[src/common/pprs_regs.svh]
// register offsets, field positions, reset values of the pll and phy reset sequencer
`ifndef PPRS_REGS_SVH
`define PPRS_REGS_SVH

`define PPRS_ADDR_W            12
`define PPRS_OFF_TIMING0       12'h000
`define PPRS_OFF_TIMING1       12'h004
`define PPRS_OFF_CONTROL       12'h008
`define PPRS_OFF_STATUS        12'h00C

// timing register 0 fields
`define PPRS_PD_HI             31
`define PPRS_PD_LO             21
`define PPRS_GS_HI             20
`define PPRS_GS_LO             6
`define PPRS_PHYRST_HI         5
`define PPRS_PHYRST_LO         0
`define PPRS_TIMING0_RESET     32'h42C2158F

// timing register 1 fields, bits 15..13 read as zero
`define PPRS_LOCK_HI           31
`define PPRS_LOCK_LO           16
`define PPRS_RST_HI            12
`define PPRS_RST_LO            0
`define PPRS_LOCK_RESET        16'hD056
`define PPRS_RST_RESET         13'h12C0

// control register bits
`define PPRS_CTL_PD_BIT        0
`define PPRS_CTL_RST_BIT       1
`define PPRS_CTL_RAPID_BIT     2
`define PPRS_CTL_RESTART_BIT   3
`define PPRS_CTL_RAPID_RESET   1'b1

// counts run at the configuration clock, defaults assume 533 MHz
`define PPRS_CFG_CLK_MHZ       533

`define PPRS_RESP_OKAY         2'h0
`define PPRS_RESP_SLVERR       2'h2

`endif

[src/common/pprs_pkg.sv]
// types shared by the pll and phy reset sequencer
package pprs_pkg;

    typedef enum logic [2:0] {
        PPRS_IDLE,
        PPRS_PWRDN,
        PPRS_PLL_RESET_CONTROL,
        PPRS_LOCKWAIT,
        PPRS_CALWAIT,
        PPRS_PHYRST,
        PPRS_DONE
    } pprs_state_t;

    // axi4-lite request from master
    typedef struct packed {
        logic [11:0] awaddr;
        logic        awvalid;
        logic [31:0] wdata;
        logic [3:0]  wstrb;
        logic        wvalid;
        logic        bready;
        logic [11:0] araddr;
        logic        arvalid;
        logic        rready;
    } pprs_axi_req_t;

    // axi4-lite response from slave
    typedef struct packed {
        logic        awready;
        logic        wready;
        logic [1:0]  bresp;
        logic        bvalid;
        logic        arready;
        logic [31:0] rdata;
        logic [1:0]  rresp;
        logic        rvalid;
    } pprs_axi_rsp_t;

    // pins towards the pll macros and the phy
    typedef struct packed {
        logic pll_powerdown;
        logic pll_reset;
        logic pll_gearshift;
        logic pll_locked;
        logic phy_reset;
    } pprs_pins_t;

endpackage

[src/hdl/pprs_top.sv]
// pll power-down, pll reset, gear shift, lock wait and phy reset sequencer
`include "pprs_regs.svh"

// Operation
// - hold pll power-down for programmed cycles
// - gear shift drops programmed cycles after reset
// - phy reset held cycles after calibration done
// - lock declared programmed cycles after reset release
// - pll reset held cycles after power-down release
// - all counts in configuration clock cycles
// - control bits other than restart stay set until written zero, restart reads back as zero
// - gear shift select enables rapid locking
module pprs_top
    import pprs_pkg::*;
#(
    parameter logic [15:0] LOCK_WAIT_RESET = `PPRS_LOCK_RESET,
    parameter logic [12:0] RST_HOLD_RESET  = `PPRS_RST_RESET
)(
    input  wire logic          i_clock,
    input  wire logic          i_rst,
    input  wire pprs_axi_req_t i_axi,
    output wire pprs_axi_rsp_t o_axi,
    input  wire logic          i_cal_done,
    output wire pprs_pins_t    o_pins
);

    // register state
    logic [31:0]   timing0;
    logic [15:0]   lock_wait;
    logic [12:0]   rst_hold;
    logic          pd_ctl;
    logic          rst_ctl;
    logic          rapid;

    // bus state
    logic          awready;
    logic          wready;
    logic          bvalid;
    logic [1:0]    bresp;
    logic          arready;
    logic          rvalid;
    logic [1:0]    rresp;
    logic [31:0]   rdata;
    logic [11:0]   wr_addr;
    logic [31:0]   wr_data;
    logic [3:0]    wr_strb;

    // sequencer state
    pprs_state_t   state;
    pprs_state_t   next_state;
    pprs_pins_t    pins;
    pprs_pins_t    next_pins;
    logic [15:0]   load_value;
    logic          phase_expired;
    logic          gs_expired;

    // byte-lane merge for partial writes
    function automatic logic [31:0] merge(input logic [31:0] old_v,
                                          input logic [31:0] new_v,
                                          input logic [3:0]  strb);
        logic [31:0] res;
        res = old_v;
        for (int i = 0; i < 4; i++)
        begin
            if (strb[i])
                res[i*8 +: 8] = new_v[i*8 +: 8];
        end
        return res;
    endfunction

    // a phase of n cycles loads n-1, zero still gives one cycle
    function automatic logic [15:0] minus_one(input logic [15:0] n);
        return (n == 16'h0000) ? 16'h0000 : n - 16'h0001;
    endfunction

    // address decode, write once both address and data are held
    wire        aw_fire   = i_axi.awvalid & awready;
    wire        w_fire    = i_axi.wvalid & wready;
    wire        wr_go     = ~awready & ~wready & ~bvalid;
    wire        sel_t0    = wr_addr == `PPRS_OFF_TIMING0;
    wire        sel_t1    = wr_addr == `PPRS_OFF_TIMING1;
    wire        sel_ctl   = wr_addr == `PPRS_OFF_CONTROL;
    wire        sel_st    = wr_addr == `PPRS_OFF_STATUS;
    wire        wr_hit    = sel_t0 | sel_t1 | sel_ctl | sel_st;
    wire [31:0] t1_word   = {lock_wait, 3'h0, rst_hold};
    wire [31:0] ctl_word  = {28'h0, 1'b0, rapid, rst_ctl, pd_ctl};
    wire [31:0] st_word   = {27'h0, pins.phy_reset, pins.pll_locked, pins.pll_gearshift,
                             pins.pll_reset, pins.pll_powerdown};
    wire [31:0] t0_new    = merge(timing0, wr_data, wr_strb);
    wire [31:0] t1_new    = merge(t1_word, wr_data, wr_strb);
    wire [31:0] ctl_new   = merge(ctl_word, wr_data, wr_strb);
    wire        restart   = wr_go & sel_ctl & wr_strb[0] & wr_data[`PPRS_CTL_RESTART_BIT];

    // read decode
    wire        ar_fire   = i_axi.arvalid & arready;
    wire        rd_t0     = i_axi.araddr == `PPRS_OFF_TIMING0;
    wire        rd_t1     = i_axi.araddr == `PPRS_OFF_TIMING1;
    wire        rd_ctl    = i_axi.araddr == `PPRS_OFF_CONTROL;
    wire        rd_st     = i_axi.araddr == `PPRS_OFF_STATUS;
    wire        rd_hit    = rd_t0 | rd_t1 | rd_ctl | rd_st;
    wire [31:0] rd_word   = rd_t0  ? timing0 :
                            rd_t1  ? t1_word :
                            rd_ctl ? ctl_word :
                            rd_st  ? st_word : 32'h00000000;

    // write channels, each taken on its own, response after both
    always_ff @(posedge i_clock)
    begin
        if (i_rst)
        begin
            awready <= 1'b1;
            wready  <= 1'b1;
            bvalid  <= 1'b0;
            bresp   <= `PPRS_RESP_OKAY;
            wr_addr <= 12'h000;
            wr_data <= 32'h00000000;
            wr_strb <= 4'h0;
        end
        else
        begin
            if (aw_fire)
            begin
                awready <= 1'b0;
                wr_addr <= {i_axi.awaddr[11:2], 2'b00};
            end
            if (w_fire)
            begin
                wready  <= 1'b0;
                wr_data <= i_axi.wdata;
                wr_strb <= i_axi.wstrb;
            end
            if (wr_go)
            begin
                bvalid <= 1'b1;
                bresp  <= wr_hit ? `PPRS_RESP_OKAY : `PPRS_RESP_SLVERR;
            end
            else if (bvalid & i_axi.bready)
            begin
                bvalid  <= 1'b0;
                awready <= 1'b1;
                wready  <= 1'b1;
            end
        end
    end

    // read channel, answer one cycle after the address is taken
    always_ff @(posedge i_clock)
    begin
        if (i_rst)
        begin
            arready <= 1'b1;
            rvalid  <= 1'b0;
            rresp   <= `PPRS_RESP_OKAY;
            rdata   <= 32'h00000000;
        end
        else if (ar_fire)
        begin
            arready <= 1'b0;
            rvalid  <= 1'b1;
            rdata   <= rd_word;
            rresp   <= rd_hit ? `PPRS_RESP_OKAY : `PPRS_RESP_SLVERR;
        end
        else if (rvalid & i_axi.rready)
        begin
            rvalid  <= 1'b0;
            arready <= 1'b1;
        end
    end

    // software registers; control bits other than restart stay until written zero
    always_ff @(posedge i_clock)
    begin
        if (i_rst)
        begin
            timing0   <= `PPRS_TIMING0_RESET;
            lock_wait <= LOCK_WAIT_RESET;
            rst_hold  <= RST_HOLD_RESET;
            pd_ctl    <= 1'b0;
            rst_ctl   <= 1'b0;
            rapid     <= `PPRS_CTL_RAPID_RESET;
        end
        else if (wr_go)
        begin
            if (sel_t0)
                timing0 <= t0_new;
            if (sel_t1)
            begin
                lock_wait <= t1_new[`PPRS_LOCK_HI:`PPRS_LOCK_LO];
                rst_hold  <= t1_new[`PPRS_RST_HI:`PPRS_RST_LO];
            end
            if (sel_ctl)
            begin
                pd_ctl  <= ctl_new[`PPRS_CTL_PD_BIT];
                rst_ctl <= ctl_new[`PPRS_CTL_RST_BIT];
                rapid   <= ctl_new[`PPRS_CTL_RAPID_BIT];
            end
        end
    end

    // phase order; a restart goes straight back to power-down
    always_comb
    begin
        next_state = state;
        if (restart)
            next_state = PPRS_PWRDN;
        else
        begin
            unique case (state)
                PPRS_IDLE:     next_state = PPRS_PWRDN;
                PPRS_PWRDN:    if (phase_expired) next_state = PPRS_PLL_RESET_CONTROL;
                PPRS_PLL_RESET_CONTROL:   if (phase_expired) next_state = PPRS_LOCKWAIT;
                PPRS_LOCKWAIT: if (phase_expired) next_state = PPRS_CALWAIT;
                PPRS_CALWAIT:  if (i_cal_done) next_state = PPRS_PHYRST;
                PPRS_PHYRST:   if (phase_expired) next_state = PPRS_DONE;
                PPRS_DONE:     next_state = PPRS_DONE;
            endcase
        end
    end

    // phase length picked by the phase being entered, in config clock cycles
    wire        phase_load = restart | (next_state != state);
    wire        gs_load    = phase_load & (next_state == PPRS_LOCKWAIT);
    wire [15:0] pd_cycles  = 16'(timing0[`PPRS_PD_HI:`PPRS_PD_LO]);
    wire [15:0] gs_cycles  = 16'(timing0[`PPRS_GS_HI:`PPRS_GS_LO]);
    wire [15:0] phy_cycles = 16'(timing0[`PPRS_PHYRST_HI:`PPRS_PHYRST_LO]);
    assign load_value = (next_state == PPRS_PWRDN)    ? minus_one(pd_cycles) :
                        (next_state == PPRS_PLL_RESET_CONTROL)   ? minus_one(16'(rst_hold)) :
                        (next_state == PPRS_LOCKWAIT) ? minus_one(lock_wait) :
                                                        minus_one(phy_cycles);

    pprs_counter #(.W(16)) u_phase (
        .i_clock   (i_clock),
        .i_rst     (i_rst),
        .i_load    (phase_load),
        .i_count   (load_value),
        .o_expired (phase_expired)
    );

    // gear shift runs beside the lock wait, both from reset release
    pprs_counter #(.W(16)) u_gearshift (
        .i_clock   (i_clock),
        .i_rst     (i_rst),
        .i_load    (gs_load),
        .i_count   (minus_one(gs_cycles)),
        .o_expired (gs_expired)
    );

    // pin values follow the next state so they change with the state register
    wire pre_release = (next_state == PPRS_PWRDN) | (next_state == PPRS_PLL_RESET_CONTROL) |
                       (next_state == PPRS_IDLE);
    wire gs_running  = gs_load | ~gs_expired;
    // a restart written together with a new rapid select must not glitch the pin
    wire rapid_now   = (wr_go & sel_ctl) ? ctl_new[`PPRS_CTL_RAPID_BIT] : rapid;
    always_comb
    begin
        next_pins.pll_powerdown = pd_ctl | (next_state == PPRS_PWRDN);
        next_pins.pll_reset     = rst_ctl | pre_release;
        next_pins.pll_gearshift = rapid_now & (pre_release | gs_running);
        next_pins.pll_locked    = (next_state == PPRS_CALWAIT) |
                                  (next_state == PPRS_PHYRST) | (next_state == PPRS_DONE);
        next_pins.phy_reset     = next_state != PPRS_DONE;
    end

    // state and pins; power-down, pll reset and phy reset start asserted
    always_ff @(posedge i_clock)
    begin
        if (i_rst)
        begin
            state <= PPRS_IDLE;
            pins  <= '{pll_powerdown: 1'b1, pll_reset: 1'b1, pll_gearshift: 1'b0,
                       pll_locked: 1'b0, phy_reset: 1'b1};
        end
        else
        begin
            state <= next_state;
            pins  <= next_pins;
        end
    end

    // outputs are the flops themselves
    assign o_pins = pins;
    assign o_axi  = '{awready: awready, wready: wready, bresp: bresp, bvalid: bvalid,
                      arready: arready, rdata: rdata, rresp: rresp, rvalid: rvalid};

endmodule

[src/hdl/pprs_counter.sv]
// down counter that times one sequencer phase
module pprs_counter
    import pprs_pkg::*;
#(
    parameter int W = 16
)(
    input  wire logic         i_clock,
    input  wire logic         i_rst,
    input  wire logic         i_load,
    input  wire logic [W-1:0] i_count,
    output wire logic         o_expired
);

    logic [W-1:0] count;

    // load wins over the decrement so a restart is never lost
    always_ff @(posedge i_clock)
    begin
        if (i_rst)
            count <= '0;
        else if (i_load)
            count <= i_count;
        else if (count != '0)
            count <= count - W'(1);
    end

    assign o_expired = (count == '0);

endmodule

[config.mk]
export PLATFORM = sky130hd
export DESIGN_NAME = pprs_top
export DESIGN_NICKNAME = d
export VERILOG_FILES = /design/src/common/pprs_pkg.sv /design/src/hdl/pprs_top.sv /design/src/hdl/pprs_counter.sv
export VERILOG_INCLUDE_DIRS = /design/src /design/src/common
export SDC_FILE = /design/constraint.sdc
export NUM_CORES = 1
export LEC_CHECK = 0
export BUFFER_PORTS_ARGS = -buffer_cell sky130_fd_sc_hd__clkbuf_2
export CORE_MARGIN = 3
export CORE_UTILIZATION = 35
export DETAILED_ROUTE_END_ITERATION = 10
export HOLD_SLACK_MARGIN = 0.06
export SETUP_SLACK_MARGIN = 0.2
export SYNTH_ARGS = -nofsm -noshare
export SYNTH_HDL_FRONTEND = slang
export SYNTH_HIERARCHICAL = 1
export SYNTH_SLANG_ARGS = --single-unit
[constraint.sdc]
create_clock -name i_clock -period 3.76 [get_ports i_clock]
set_input_delay 0.564 -clock i_clock [delete_from_list [all_inputs] [get_ports i_clock]]
set_output_delay 0.564 -clock i_clock [all_outputs]
set_load 0.01 [all_outputs]
Yosys cells after proc, flatten, opt, wreduce, memory -nomap -nowiden
Cells that the tools add are included.

Register bits: 191. Output and inout bits: 46. Input port bits: 68. Word-level logic and storage cells: 154.

Bitwise logic cells: 31. Muxes and demuxes: 39. Equality and inequality tests: 20. Add/subtract/negate cells: 7. Reductions and logical operators: 27.

Operators with widths (number): 16-bit 2-to-1 mux (12); 16-bit logical NOT (6); 32-bit 2-to-1 mux (2); 16-bit by 1-bit subtractor with 16-bit output (second input constant) (3); 16-bit nonzero test (2); 3-bit AND reduction (9); 12-bit by 4-bit equality test with 1-bit output (second input constant) (2); 12-bit logical NOT (2); 3-bit 2-to-1 mux (7); 3-bit case mux with 7 select lines (1); 10-bit by 2-bit equality test with 1-bit output (second input constant) (2); 3-bit equality test (second input constant) (6); 15-bit by 1-bit subtractor with 16-bit output (second input constant) (1); 1-bit bitwise OR (15); 13-bit by 1-bit subtractor with 14-bit output (second input constant) (1); 13-bit logical NOT (1); 1-bit 2-to-1 mux (13); 1-bit bitwise AND (12); 12-bit by 3-bit equality test with 1-bit output (second input constant) (1); 3-bit by 2-bit equality test with 1-bit output (second input constant) (4); 11-bit by 1-bit subtractor with 12-bit output (second input constant) (1); 10-bit by 1-bit equality test with 1-bit output (second input constant) (1); 5-bit 2-to-1 mux (2); 2-bit nonzero test (4); 8 further kinds (14).

Depth between registers and ports, before layout
Word-level depth: 13. Gate-level depth with buffers: 15.

Hierarchy
The synthesis kept the hierarchy.

By module, submodules not included: pprs_top (seq. area each 3143.0 µm², times used 1, cells each 919, area an instance 7457.2 µm²); pprs_counter (seq. area each 320.3 µm², times used 2, cells each 116, area an instance 964.7 µm²).

Least setup slack after synthesis
No wires, ideal clock.

Path type: flip-flop to flip-flop. Start point: reg u_phase.count[0]. End point: reg u_gearshift.count[13]. Buffers on the path: 1. Stages on the path, launching flop included: 16. Data required time: 3.682 ns. Period minus slack after synthesis: 3.936 ns. Setup slack: -0.176 ns. Data arrival time: 3.858 ns. Cell sequence: dfxtp_1 > inv_1 > ha_1 > or3b_2 > or4_4 > nor2_1 > nand2_1 > xnor2_1 > nand3_1 > or2_2 > a21oi_1 > nor2b_1 > clkbuf_1 > a21oi_1 > a31o_2 > nor3_1.

Cells in the longest elaborated chain, start to end: 8. Elaborated cells on any way between the ends: 13. Classes of those cells: 2 x eq/ne; 7 x mux; 2 x bitwise; 2 x reduce/logical.

RTL lines: start: declaration (RTL line pprs_counter.sv:14) `logic [W-1:0] count;`; start signal: assignment (RTL line pprs_counter.sv:22) `count <= i_count;`; start signal: assignment (RTL line pprs_counter.sv:24) `count <= count - W'(1);`; 16-bit logical NOT * (RTL line pprs_counter.sv:27) `assign o_expired = (count == '0);`; via phase_expired (RTL line pprs_top.sv:54) `logic phase_expired;`; 3-bit 2-to-1 mux, on equally long branches; 3-bit case mux with 7 select lines * (RTL line pprs_top.sv:208) `unique case (state)`; 3-bit 2-to-1 mux * (RTL line pprs_top.sv:204) `if (restart)`; 3-bit != test (RTL line pprs_top.sv:221) `wire phase_load = restart | (next_state != state);`; 1-bit bitwise OR (RTL line pprs_top.sv:221); 1-bit bitwise AND * (RTL line pprs_top.sv:222) `wire gs_load = phase_load & (next_state == PPRS_LOCKWAIT);`; via gs_load (RTL line pprs_top.sv:222); 16-bit 2-to-1 mux / 2-bit nonzero test (equally long branches); end signal: assignment (RTL line pprs_counter.sv:22); end signal: assignment (RTL line pprs_counter.sv:24); end: declaration (RTL line pprs_counter.sv:14).

The timed path passes the listed nets; every way through them passes the cells marked *. A chain may end at the register's enable or synchronous reset.

Worst setup path after layout
Start point: reg u_phase.count[7]. End point: reg u_phase.count[0].

Cells in the longest elaborated chain, start to end: 9. Elaborated cells on any way between the ends: 18. Classes of those cells: 4 x eq/ne; 10 x mux; 1 x bitwise; 3 x reduce/logical.

RTL lines: 16-bit logical NOT * (RTL line pprs_counter.sv:27); via phase_expired (RTL line pprs_top.sv:54); 3-bit 2-to-1 mux, on equally long branches; 3-bit case mux with 7 select lines * (RTL line pprs_top.sv:208); 3-bit 2-to-1 mux * (RTL line pprs_top.sv:204); 3-bit by 2-bit equality test with 1-bit output (RTL line pprs_top.sv:228) `(next_state == PPRS_LOCKWAIT) ? minus_one(lock_wait) :`; 16-bit 2-to-1 mux (RTL line pprs_top.sv:228); 16-bit 2-to-1 mux (RTL line pprs_top.sv:227) `(next_state == PPRS_PLL_RESET_CONTROL) ? minus_one(16'(rst_hold)) :`; 16-bit 2-to-1 mux * (RTL line pprs_top.sv:226) `assign load_value = (next_state == PPRS_PWRDN) ? minus_one(pd_cycles) :`; via load_value[0] (RTL line pprs_top.sv:53) `logic [15:0] load_value;`; 16-bit 2-to-1 mux * (RTL line pprs_counter.sv:21) `else if (i_load)`.

Marked as above.

==> impl_metrics.csv <==
group,metric,value,unit
drt,drc,0,
clock_network,numCtsBuffers,17,
setup_path,slowest_delay,610,ps
setup_path,crit_required,4090,ps
drt,ant_nets,0,
sta,worst_pin_slew,1020,ps
place,numPortBuffers,109,
final_layout,fin_area,11000,sq um
pwr,comb_power_share,0.362,
floorplan,start_util,0.358,
sta,fin_tns_setup,0,ps
floorplan,coreArea,26200,sq um
sta,hold_ws,336,ps
pwr,leakagePower,4.63,nW
setup_path,endpoint_kind,"register",
setup_path,worstPathCellList,"or4_4 > or4_4 > nor2_4 > nand2_2 > xnor2_2 > and3_1 > buf_4 > or3_1 > o22a_1 > o221ai_1 > nand2_1 > o221ai_1",
final_layout,drive_above_1_share,0.186,
setup_path,cp_top_family,"simple AND/OR/NAND/NOR gates",
setup_path,critPathBufInv,1,
setup_path,cp.depth,12,
sta,max_clock_freq,291,MHz
pwr,clkPwrFrac,0.271,
logic_synthesis,synth_cell_types,70,
logic_synthesis,syn_area,9390,sq um
logic_synthesis,synth_area_per_cell,8.16,sq um
final_layout,fin_nets,1320,
final_layout,fin_cells,1593,
floorplan,die_h,170,um
pwr,p_sw_frac,0.365,
clock_network,cts_sinks,189,
floorplan,io_pins,114,
setup_path,crit_arrival,3760,ps
setup_path,rr_endpoint,"u_phase/count[0]",
sta,period_needed,3430,ps
place,dp_hpwl,19900,um
setup_path,reg2reg_depth,12,
setup_path,critPathLaunch,"u_phase/count[7]",
global_routing,grt_max_degree,54,
logic_synthesis,async_flop_share,0,
clock_network,clockBufferDepth,2,
sta,finalHoldViolCount,0,
sta,maxSlewHeadroom,0.312,
sta,clock_skew,13.1,ps
clock_network,htreeDepth,4,
global_routing,antenna_found_initial,0,
drt,num_vias,8560,
place,place_inst,1554,
drt,firstDrtPassIters,5,
place,gp_congestion,0.934,
setup_path,crit_type,"reg -> reg",
logic_synthesis,synth-edff-count,0,
clock_network,clock_latency,430,ps
status,status,"finished, final reports clean",
clock_network,clk_pin_slew_worst_paths,80,ps
drt,wl_per_cell,16.9,um
sta,rsz0062_at_grt,"false",
global_routing,grt_pass1_vias,8111,
place,post-place-ws,19.0,ps
sta,setup_ws,329,ps
final_layout,n_antenna_cell,0,
global_routing,track_usage,0.186,
logic_synthesis,syn_inst,1151,
global_routing,grt_pass1_wl,43100,um
pwr,vdd_drop_max,366,uV
pwr,power_density,605,nW/um^2
hold_path,min_path_type,"in -> reg",
place,dpl_cell_area,10300,sq um
logic_synthesis,ys_warn_count,6,
final_layout,area_growth,16.9,%
setup_path,cp_max_fo,7,
logic_synthesis,yosys_most_used_dff,"dfxtp_1",
pwr,p_sw,0.00242,W
drt,via_per_inst,5.37,
logic_synthesis,ys_seq_area_frac,0.403,
pwr,pwr-share-seq,0.367,
setup_path,critPathCapture,"u_phase/count[0]",
global_routing,grt-ovfl-total,0,
floorplan,placementRows,59,
flow_run,cap_violations,0,
setup_path,r2r-start,"u_phase/count[7]",
sta,post-route-period-util,0.913,
drt,wirelength,27000,um
logic_synthesis,ys_seq_elements,189,
pwr,p_int,0.00422,W
final_layout,layout_common_cells,"dfxtp_1, nand2_1, nor2_1, clkbuf_2, a21oi_1",
setup_path,startpoint_type,"register",
clock_network,cts_tree,"built",
final_layout,layout_commonest_cell,"dfxtp_1",
floorplan,die_w,170,um
sta,finalSetupViolCount,0,
drt,drt-initial-drc-count,551,
setup_path,r2r_slack,330,ps
setup_path,crit_slowest_cell,"or4_4",
sta,maxSlewViolCount,0,
floorplan,die_area,28800,sq um
clock_network,cts_root_buffer,"clkbuf_16",
-- stage by stage --
stage / total power (W) / utilization
after floorplan: 0.00413 / -
after detailed placement: 0.00470 / 0.392
after global routing: 0.00704 / 0.419
after global placement: 0.00470 / 0.392
final: 0.00664 / 0.419
after CTS: 0.00654 / 0.415
-- cell usage after synthesis (5+ instances only) --
cell	count	area, sq um
clkbuf_1	48	180
o22ai_1	5	31.3
ha_1	7	87.6
xnor2_1	41	359
nor2_1	147	552
dfxtp_1	189	3780
nor3_1	67	335
nor4_1	9	56.3
o31ai_1	7	52.6
and3_1	14	87.6
a21o_1	5	37.5
nand2b_1	5	31.3
o21bai_1	16	120
nand2_2	5	31.3
nand2_1	165	619
nor4_4	5	106
a21oi_1	100	500
nand3_1	16	80.1
and2_1	6	37.5
inv_1	22	82.6
a31oi_1	6	37.5
a221oi_1	28	245
o21ai_1	8	40.0
buf_4	10	75.1
o21ai_0	32	160
nand4_1	6	37.5
o22a_1	7	61.3
o221ai_1	7	61.3
or3_1	13	81.3
xor2_1	13	114
buf_2	10	50.1
a211o_1	12	105
mux2i_1	45	450
-- power by group through the flow --
stage	Clock (W)	Sequential [W]	Combinational, W
after floorplan	0	0.00242	0.00171
after global placement	0	0.00247	0.00223
after detailed placement	0	0.00247	0.00223
after CTS	0.00184	0.00243	0.00227
after global routing	0.00193	0.00247	0.00263
final	0.00180	0.00244	0.00240
-- worst reg2reg max path: cells and delay by family (launching register included) --
family / cells / cell delay [ps]
simple gates: 7 / 2170
compound gates: 3 / 480
flops: 1 / 360
buf+inv: 1 / 170
xor+xnor: 1 / 160
-- layout make-up --
cell class,instances,area [sq um]
clock inverter,14,145
sequential,189,3780
clock buffer,18,439
fill,2662,15200
multi-input combinational,871,5290
tap,335,419
timing repair buffer,144,811
inverter,22,82.6
-- registers in the layout, indices dropped and copies added, names as in the netlist, 3 cells and up --
name               cells
state                  3
timing0               32
lock_wait             16
rdata                 32
rst_hold              13
wr_addr               10
o_pins                 5
u_gearshift/count     16
wr_data               32
wr_strb                4
u_phase/count         16
-- worst min-delay path by stage --
stage                     cells after the start         from          end  slack [ps]
after floorplan                               2  wr_data[13]  wr_data[13]         440
after global placement                        2    rdata[13]    rdata[13]         450
after detailed placement                      2  wr_data[13]  wr_data[13]         450
after CTS                                     2    i_axi[15]       wready         320
after global routing                          3    i_axi[24]   wr_data[4]         330
final                                         2    i_axi[15]       wready         340
-- routing by layer --
metal / wire length (um) / vias up / track usage
met3: 1200 / 33 / 0.0282
li1: - / 4285 / -
met4: 660 / 0 / 0.0612
met5: 0 / - / 0
met1: 12700 / 4030 / 0.255
met2: 12400 / 212 / 0.301
-- cell families (layout without fill, tap and decap cells) --
| family | count (synthesis) | in the layout | share of synthesized area |
|---|---|---|---|
| flops | 189 | 189 | 0.403 |
| compound gates | 257 | 257 | 0.178 |
| fa+ha+maj | 7 | 7 | 0.00933 |
| mux | 47 | 47 | 0.0504 |
| buf+inv | 92 | 198 | 0.0437 |
| simple gates | 504 | 504 | 0.264 |
| xor+xnor | 54 | 54 | 0.0504 |
| other cells | 1 | 2 | 0.000400 |
-- repair_timing --
item / CTS / global route
setup endpoints to repair: 10 / 25
resized for setup: 3 / 17
hold buffers: 0 / 0
pin swaps: 0 / 5
buffers inserted: 2 / 5
Power figures use the tool's default switching activity.
